<file path="src/rtl/regulator_mode_config_regs.vh">
/*
 * Register offsets, field positions and reset values for the regulator
 * mode and first-regulator configuration registers.
 * Assumes inclusion by bare name from the design files.
 */
`ifndef REGULATOR_MODE_CONFIG_REGS_VH
`define REGULATOR_MODE_CONFIG_REGS_VH

// ----------------------------------------------------------------
// offsets
// ----------------------------------------------------------------
`define OFF_LDO_MODE_GROUP2   8'h11
`define OFF_LDO_MODE_GROUP3   8'h12
`define OFF_LDO_MODE_GROUP4   8'h13
`define OFF_CONVERTER_MODE    8'h14
`define OFF_FIRST_LDO_CONFIG  8'h20

// ----------------------------------------------------------------
// reset values
// ----------------------------------------------------------------
`define RST_LDO_MODE          8'h00
`define RST_CONVERTER_MODE    8'h00
`define RST_FIRST_LDO_CONFIG  8'ha0

// ----------------------------------------------------------------
// writable bit masks and field positions
// ----------------------------------------------------------------
`define MASK_LDO_MODE_GROUP4  8'h3f
`define MASK_CONVERTER_MODE   8'h0b
`define POS_BUCKBOOST_ON      3
`define POS_BUCK_ON           1
`define POS_BUCK_LOW_POWER    0
`define POS_ACTIVE_DISCHARGE  7
`define POS_VOLTAGE_CODE_MSB  6

`endif

</file>
<file path="src/rtl/regulator_mode_config_regs.v">
/*
 * Operating-mode registers for linear regulators five to fifteen, the
 * buck and buck-boost converters, and the first regulator's config.
 * Assumes the serial front end delivers decoded one-cycle write and read
 * strobes with an 8-bit address, synchronous to clk.
 */
// Notes on behaviour
// - each enable bit: 0 turns the regulator off, 1 turns it on
// - each low-power bit: 0 normal operation, 1 low-power operation
// - 0x11 holds pairs for regulators 8,7,6,5 from bit 7, enable upper
// - 0x12 holds pairs for regulators 12,11,10,9 from bit 7, enable upper
// - 0x13 holds pairs for 15,14,13 in bits 5:0; bits 7:6 reserved
// - 0x14 bit 3 switches buck-boost output; bits 7:4 and 2 reserved
// - converter register bit 1 switches the buck output on or off
// - converter register bit 0 selects buck low-power operation
// - all mode registers reset to zero: everything off, normal mode
// - 0x20 bit 7 enables active output discharge of regulator one
// - 0x20 bits 6:0 hold the voltage code, 12.5 mV per step from 0.6 V
// - configuration register resets to 0xa0, one volt, discharge on
`timescale 1ns/10ps
`default_nettype none
`include "regulator_mode_config_regs.vh"
module regulator_mode_config_regs (
  // clock and reset
  input  wire        clk,
  input  wire        sys_rst,
  // register access from the serial front end
  input  wire [7:0]  reg_addr,
  input  wire        reg_wr,
  input  wire [7:0]  reg_wdata,
  input  wire        reg_rd,
  output reg  [7:0]  reg_rdata,
  // regulator controls
  output reg  [10:0] ldo_output_on,
  output reg  [10:0] ldo_low_power,
  output reg         buckboost_output_on,
  output reg         buck_output_on,
  output reg         buck_low_power,
  output reg         reg1_active_discharge,
  output reg  [6:0]  reg1_voltage_code
);

  // ----------------------------------------------------------------
  // constants
  // ----------------------------------------------------------------
  // output reset levels follow the register reset values
  localparam [7:0]  MODE_RESET  = `RST_LDO_MODE;
  localparam [7:0]  CONV_RESET  = `RST_CONVERTER_MODE;
  localparam [7:0]  CFG_RESET   = `RST_FIRST_LDO_CONFIG;
  localparam [7:0]  FULL_MASK   = 8'hff;
  localparam [21:0] RESET_PAIRS = {MODE_RESET[5:0], MODE_RESET, MODE_RESET};
  localparam        NUM_LDO     = 11;

  // ----------------------------------------------------------------
  // decode helpers
  // ----------------------------------------------------------------
  function hit;
    input [7:0] addr;
    input [7:0] offset;
    begin
      hit = (addr == offset);
    end
  endfunction

  // pick the enable (odd) or low-power (even) bit of every pair
  function [10:0] pick;
    input [21:0] packed_pairs;
    input        upper;
    integer      k;
    begin
      for (k = 0; k < NUM_LDO; k = k + 1) begin
        pick[k] = packed_pairs[2*k + upper];
      end
    end
  endfunction

  // ----------------------------------------------------------------
  // write decode
  // ----------------------------------------------------------------
  // a write to an unmapped address raises no strobe and is lost
  wire wr_group2;
  wire wr_group3;
  wire wr_group4;
  wire wr_conv;
  wire wr_ldo1;

  assign wr_group2 = reg_wr & hit(reg_addr, `OFF_LDO_MODE_GROUP2);
  assign wr_group3 = reg_wr & hit(reg_addr, `OFF_LDO_MODE_GROUP3);
  assign wr_group4 = reg_wr & hit(reg_addr, `OFF_LDO_MODE_GROUP4);
  assign wr_conv   = reg_wr & hit(reg_addr, `OFF_CONVERTER_MODE);
  assign wr_ldo1   = reg_wr & hit(reg_addr, `OFF_FIRST_LDO_CONFIG);

  // ----------------------------------------------------------------
  // register storage
  // ----------------------------------------------------------------
  // reserved bits are masked inside the cell, so they read back zero
  wire [7:0] group2;
  wire [7:0] group3;
  wire [7:0] group4;
  wire [7:0] conv_mode;
  wire [7:0] first_ldo_config;

  reg8_cell #(
    .RESET_VALUE (MODE_RESET),
    .WRITE_MASK  (FULL_MASK)
  ) u_group2 (
    .clk     (clk),
    .sys_rst (sys_rst),
    .wr_en   (wr_group2),
    .wr_data (reg_wdata),
    .value   (group2)
  );

  reg8_cell #(
    .RESET_VALUE (MODE_RESET),
    .WRITE_MASK  (FULL_MASK)
  ) u_group3 (
    .clk     (clk),
    .sys_rst (sys_rst),
    .wr_en   (wr_group3),
    .wr_data (reg_wdata),
    .value   (group3)
  );

  reg8_cell #(
    .RESET_VALUE (MODE_RESET),
    .WRITE_MASK  (`MASK_LDO_MODE_GROUP4)
  ) u_group4 (
    .clk     (clk),
    .sys_rst (sys_rst),
    .wr_en   (wr_group4),
    .wr_data (reg_wdata),
    .value   (group4)
  );

  reg8_cell #(
    .RESET_VALUE (CONV_RESET),
    .WRITE_MASK  (`MASK_CONVERTER_MODE)
  ) u_conv (
    .clk     (clk),
    .sys_rst (sys_rst),
    .wr_en   (wr_conv),
    .wr_data (reg_wdata),
    .value   (conv_mode)
  );

  reg8_cell #(
    .RESET_VALUE (CFG_RESET),
    .WRITE_MASK  (FULL_MASK)
  ) u_ldo1 (
    .clk     (clk),
    .sys_rst (sys_rst),
    .wr_en   (wr_ldo1),
    .wr_data (reg_wdata),
    .value   (first_ldo_config)
  );

  // ----------------------------------------------------------------
  // field unpacking; index 0 is regulator five
  // ----------------------------------------------------------------
  wire [21:0] pairs;
  wire [10:0] next_output_on;
  wire [10:0] next_low_power;

  assign pairs = {group4[5:0], group3, group2};

  // bit 2i+1 of the pairs is the enable, bit 2i the low-power bit
  genvar i;
  generate
    for (i = 0; i < NUM_LDO; i = i + 1) begin : g_ldo
      assign next_output_on[i] = pairs[2*i+1];
      assign next_low_power[i] = pairs[2*i];
    end
  endgenerate

  // ----------------------------------------------------------------
  // output registers
  // ----------------------------------------------------------------
  // registered once more so every port comes from a flip-flop;
  // costs one cycle of latency after the write
  always @(posedge clk) begin
    if (sys_rst) begin
      ldo_output_on         <= pick(RESET_PAIRS, 1'b1);
      ldo_low_power         <= pick(RESET_PAIRS, 1'b0);
      buckboost_output_on   <= CONV_RESET[`POS_BUCKBOOST_ON];
      buck_output_on        <= CONV_RESET[`POS_BUCK_ON];
      buck_low_power        <= CONV_RESET[`POS_BUCK_LOW_POWER];
      reg1_active_discharge <= CFG_RESET[`POS_ACTIVE_DISCHARGE];
      reg1_voltage_code     <= CFG_RESET[`POS_VOLTAGE_CODE_MSB:0];
    end else begin
      ldo_output_on         <= next_output_on;
      ldo_low_power         <= next_low_power;
      buckboost_output_on   <= conv_mode[`POS_BUCKBOOST_ON];
      buck_output_on        <= conv_mode[`POS_BUCK_ON];
      buck_low_power        <= conv_mode[`POS_BUCK_LOW_POWER];
      reg1_active_discharge <= first_ldo_config[`POS_ACTIVE_DISCHARGE];
      reg1_voltage_code     <= first_ldo_config[`POS_VOLTAGE_CODE_MSB:0];
    end
  end

  // ----------------------------------------------------------------
  // read back
  // ----------------------------------------------------------------
  // a read racing a write to the same address sees the old value
  reg [7:0] next_rdata;
  always @* begin
    case (reg_addr)
      `OFF_LDO_MODE_GROUP2:  next_rdata = group2;
      `OFF_LDO_MODE_GROUP3:  next_rdata = group3;
      `OFF_LDO_MODE_GROUP4:  next_rdata = group4;
      `OFF_CONVERTER_MODE:   next_rdata = conv_mode;
      `OFF_FIRST_LDO_CONFIG: next_rdata = first_ldo_config;
      default:               next_rdata = 8'h00;
    endcase
  end

  always @(posedge clk) begin
    if (sys_rst) begin
      reg_rdata <= 8'h00;
    end else if (reg_rd) begin
      reg_rdata <= next_rdata;
    end
  end

endmodule // regulator_mode_config_regs
`default_nettype wire

</file>
<file path="src/rtl/reg8_cell.v">
/*
 * One 8-bit control register with a write mask and reset value.
 * Assumes one clock and a synchronous active-high reset.
 */
`timescale 1ns/10ps
`default_nettype none
module reg8_cell #(
  parameter [7:0] RESET_VALUE = 8'h00,
  parameter [7:0] WRITE_MASK  = 8'hff
) (
  // clock and reset
  input  wire       clk,
  input  wire       sys_rst,
  // write side
  input  wire       wr_en,
  input  wire [7:0] wr_data,
  // stored value
  output reg  [7:0] value
);

  // reserved bits stay at their reset level, writes to them are dropped
  always @(posedge clk) begin
    if (sys_rst)
      value <= RESET_VALUE;
    else if (wr_en)
      value <= (wr_data & WRITE_MASK) | (RESET_VALUE & ~WRITE_MASK);
  end

endmodule // reg8_cell
`default_nettype wire

</file>
<file path="config.mk">
export PLATFORM = sky130hd
export DESIGN_NAME = regulator_mode_config_regs
export DESIGN_NICKNAME = d
export VERILOG_FILES = /design/src/rtl/regulator_mode_config_regs.v /design/src/rtl/reg8_cell.v
export VERILOG_INCLUDE_DIRS = /design/src /design/src/rtl
export SDC_FILE = /design/constraint.sdc
export NUM_CORES = 1
export LEC_CHECK = 0
export BUFFER_PORTS_ARGS = -buffer_cell sky130_fd_sc_hd__buf_2
export CORE_MARGIN = 3
export CORE_UTILIZATION = 56
export CTS_BUF_LIST = sky130_fd_sc_hd__clkbuf_4
export DETAILED_ROUTE_END_ITERATION = 12
export PLACE_DENSITY = 0.82
export SLEW_MARGIN = 20
export SYNTH_ARGS = -nofsm -noshare
export SYNTH_HDL_FRONTEND = slang
export SYNTH_HIERARCHICAL = 1
export SYNTH_SLANG_ARGS = --single-unit
</file>
<file path="constraint.sdc">
create_clock -name clk -period 2.01 [get_ports clk]
set_input_delay 0 -clock clk [delete_from_list [all_inputs] [get_ports clk]]
set_output_delay 0 -clock clk [all_outputs]
set_load 0.005 [all_outputs]
</file>
==> metrics.txt <==
Buf/Inv on CP 3; DR iter-0 viols 147; placed cell area 3132 um2; initial antenna violation count 0; Final Non-Filler Cells 410; Die Y ~77 um; Core Rows 25; Final Hold Fails 0; Worst setup EP type flip-flop; filler cell count 376; Initial Util 58.90%; IO buf count 60; Worst-path clk slew 110 ps; TritonCTS clock tree yes; Fin Setup TNS 0 ps; cell taking the most area after synthesis dfxtp_1; largest net degree at the start of global routing 37; Worst IR Drop VDD 0.6244 mV; Max Slew Vio Count 0; I/O Pins 61; Die Footprint 5921 um2; H-tree Lvls 3; max frequency 0.5251 GHz; Syn-to-layout area delta 20.95%; startpoint types input pin; Worst-Margin Slew 633.7 ps; Cell variety after synth 34; # Max-Cap Violations 0; die outline width ~77 um; antenna viol nets, final 0; CTS Root Cell clkbuf_4; crit-path cells dlygate4sd3_1, buf_2, or4b_2, nor2_1, nand2_1, nor2_1, buf_4, mux2i_1, nor2_1; # nets final 359; First-pass DRT Iterations 4; via count between 2000 and 2500; DR DRC count 0; minimum clock period 1905 ps; Synth Register Bits 74; fraction of layout cells with a size suffix above 1 31.20%; CTS Buf Count 9; Avg WL per Cell 14.87 um; commonest cells after routing, fill and taps aside dfxtp_1, buf_2, nor2_1, nor2b_1, mux2i_1; synth warn 6; sequential fraction of the synthesis area 52.55%; Synth area leaders dfxtp_1, mux2i_1, nor2b_1; outcome complete, no violations; # diodes 0; commonest non-fill, non-tap cell in the layout dfxtp_1; CP max-delay cell or4b_2; period utilisation layout 94.75%; first-pass GRT wire length 10070 um; CP max stage delay 740 ps; post-CTS setup buffers 0; core area 4786 um2; placed insts 383; Final Setup Violations 0; Reg area 1481 um2; worst path required time 2300 ps; clock buffer depth 2; WS Path Type input pin to flip-flop; CP top delay family simple AND/OR/NAND/NOR gates; GPL Wtd Cong 0.7870; leakage power between 1 and 1.5 nW; crit path DAT 2190 ps; Worst-Skew Late Latency roughly 420 ps; cell area after synthesis roughly 2800 um2; number of flops mapped to enable cells by yosys 0; multi-input logic area 1214 um2; vias in the first global route ~2000; Slew Limit Headroom 57.76%; total routed wirelength 6096 um; HPWL after DPL 4085 um; highest net fanout along the worst path 4; cell area after layout 3410 um2; FFs w/ async S/R, synth 0%; share of the synthesized area in the top cell type 52.55%; Post-Synthesis Cells ~270; RSZ-0062 raised after global routing no; Via density 5.151; Synth Area per Inst 10.56 um2; GRT overflow 0; Power Total about 2.6 mW; Clock Skews 10.18 ps; Cell Pwr Density 756.6 nW/um2; Most used DFF post-synth dfxtp_1; total track usage 22.07%; TritonCTS Sinks 74; cell mode on critical path nor2_1; worst hold path type input pin to flip-flop
-- flip-flops by register name, indices dropped and copies added, names as in the netlist, 3 cells and up --
| signal | flops |
|---|---|
| ldo_low_power | 11 |
| ldo_output_on | 11 |
| reg_rdata | 8 |
| u_group2/value | 8 |
| u_group3/value | 8 |
| u_ldo1/value | 8 |
| reg1_voltage_code | 7 |
| u_group4/value | 6 |
| u_conv/value | 3 |
-- metrics by stage --
step,worst slack (ps),util (%),hold WS (ps)
2_1_floorplan,342.0,-,72.38
3_3_place_gp,236.1,65.44,249.5
3_5_place_dp,182.6,65.44,263.3
4_1_cts,87.51,71.09,57.48
5_1_grt,6.846,71.24,92.50
6_report,105.4,71.24,84.87
-- power breakdown --
group / internal, mW / switching (mW) / total (mW)
sequential: 1.47 / 0.000863 / 1.47
clock: 0.491 / 0.502 / 0.993
combinational: 0.0471 / 0.0720 / 0.119
total: 2.01 / 0.575 / 2.58
-- worst paths after layout --
kind / from / to / slack (ps) / cells after the start
worst max-delay path: reg_addr[7] / u_group3/value[1] / 110 / 9
worst min-delay path: sys_rst / u_group3/value[7] / 80 / 2
worst max register to register: u_group2/value[6] / reg_rdata[6] / 870 / 4
worst min register to register: reg_rdata[7] / reg_rdata[7] / 470 / 2
-- cells in the mapped netlist (3+ instances only) --
cell and n:
a22o_1 6, a22oi_1 6, buf_1 4, buf_4 7, buf_6 5, clkbuf_1 6
dfxtp_1 74, mux2_2 6, mux2i_1 33, nand2_1 15, nor2_1 34, nor2b_1 33
o211ai_2 6, or2_2 3
-- final cells by class --
type	instances	area share, %
multi-input combinational	174	35.60
sequential	74	43.45
timing repair buffer	80	14.09
clock buffer	9	1.982
tap	67	2.459
clock inverter	6	2.422
-- kinds of logic (layout without fill, tap and decap cells) --
group / after synthesis / count (layout) / share of synthesized area (%)
flip-flops: 74 / 74 / 52.55
multiplexers: 39 / 39 / 14.11
other: 2 / 7 / 0.2664
AND/OR/NAND/NOR: 100 / 100 / 18.91
AO/OA/AOI/OAI: 28 / 28 / 8.611
buffers and inverters: 24 / 95 / 5.547
-- repair_timing --
action                     in CTS  in global routing
hold endpoints to repair       36                  0
gates resized for setup         0                  2
setup endpoints to repair       0                  6
hold buffers                   12                  0
-- layer usage --
metal	track usage [%]	vias to the layer above	part of all wire, %
li1	-	1029	-
met1	27.31	1008	43
met2	35.19	64	49
met3	5.986	11	5.9
met4	11.23	0	2.1
met5	0	-	0
(Power assumes the default switching activity.)
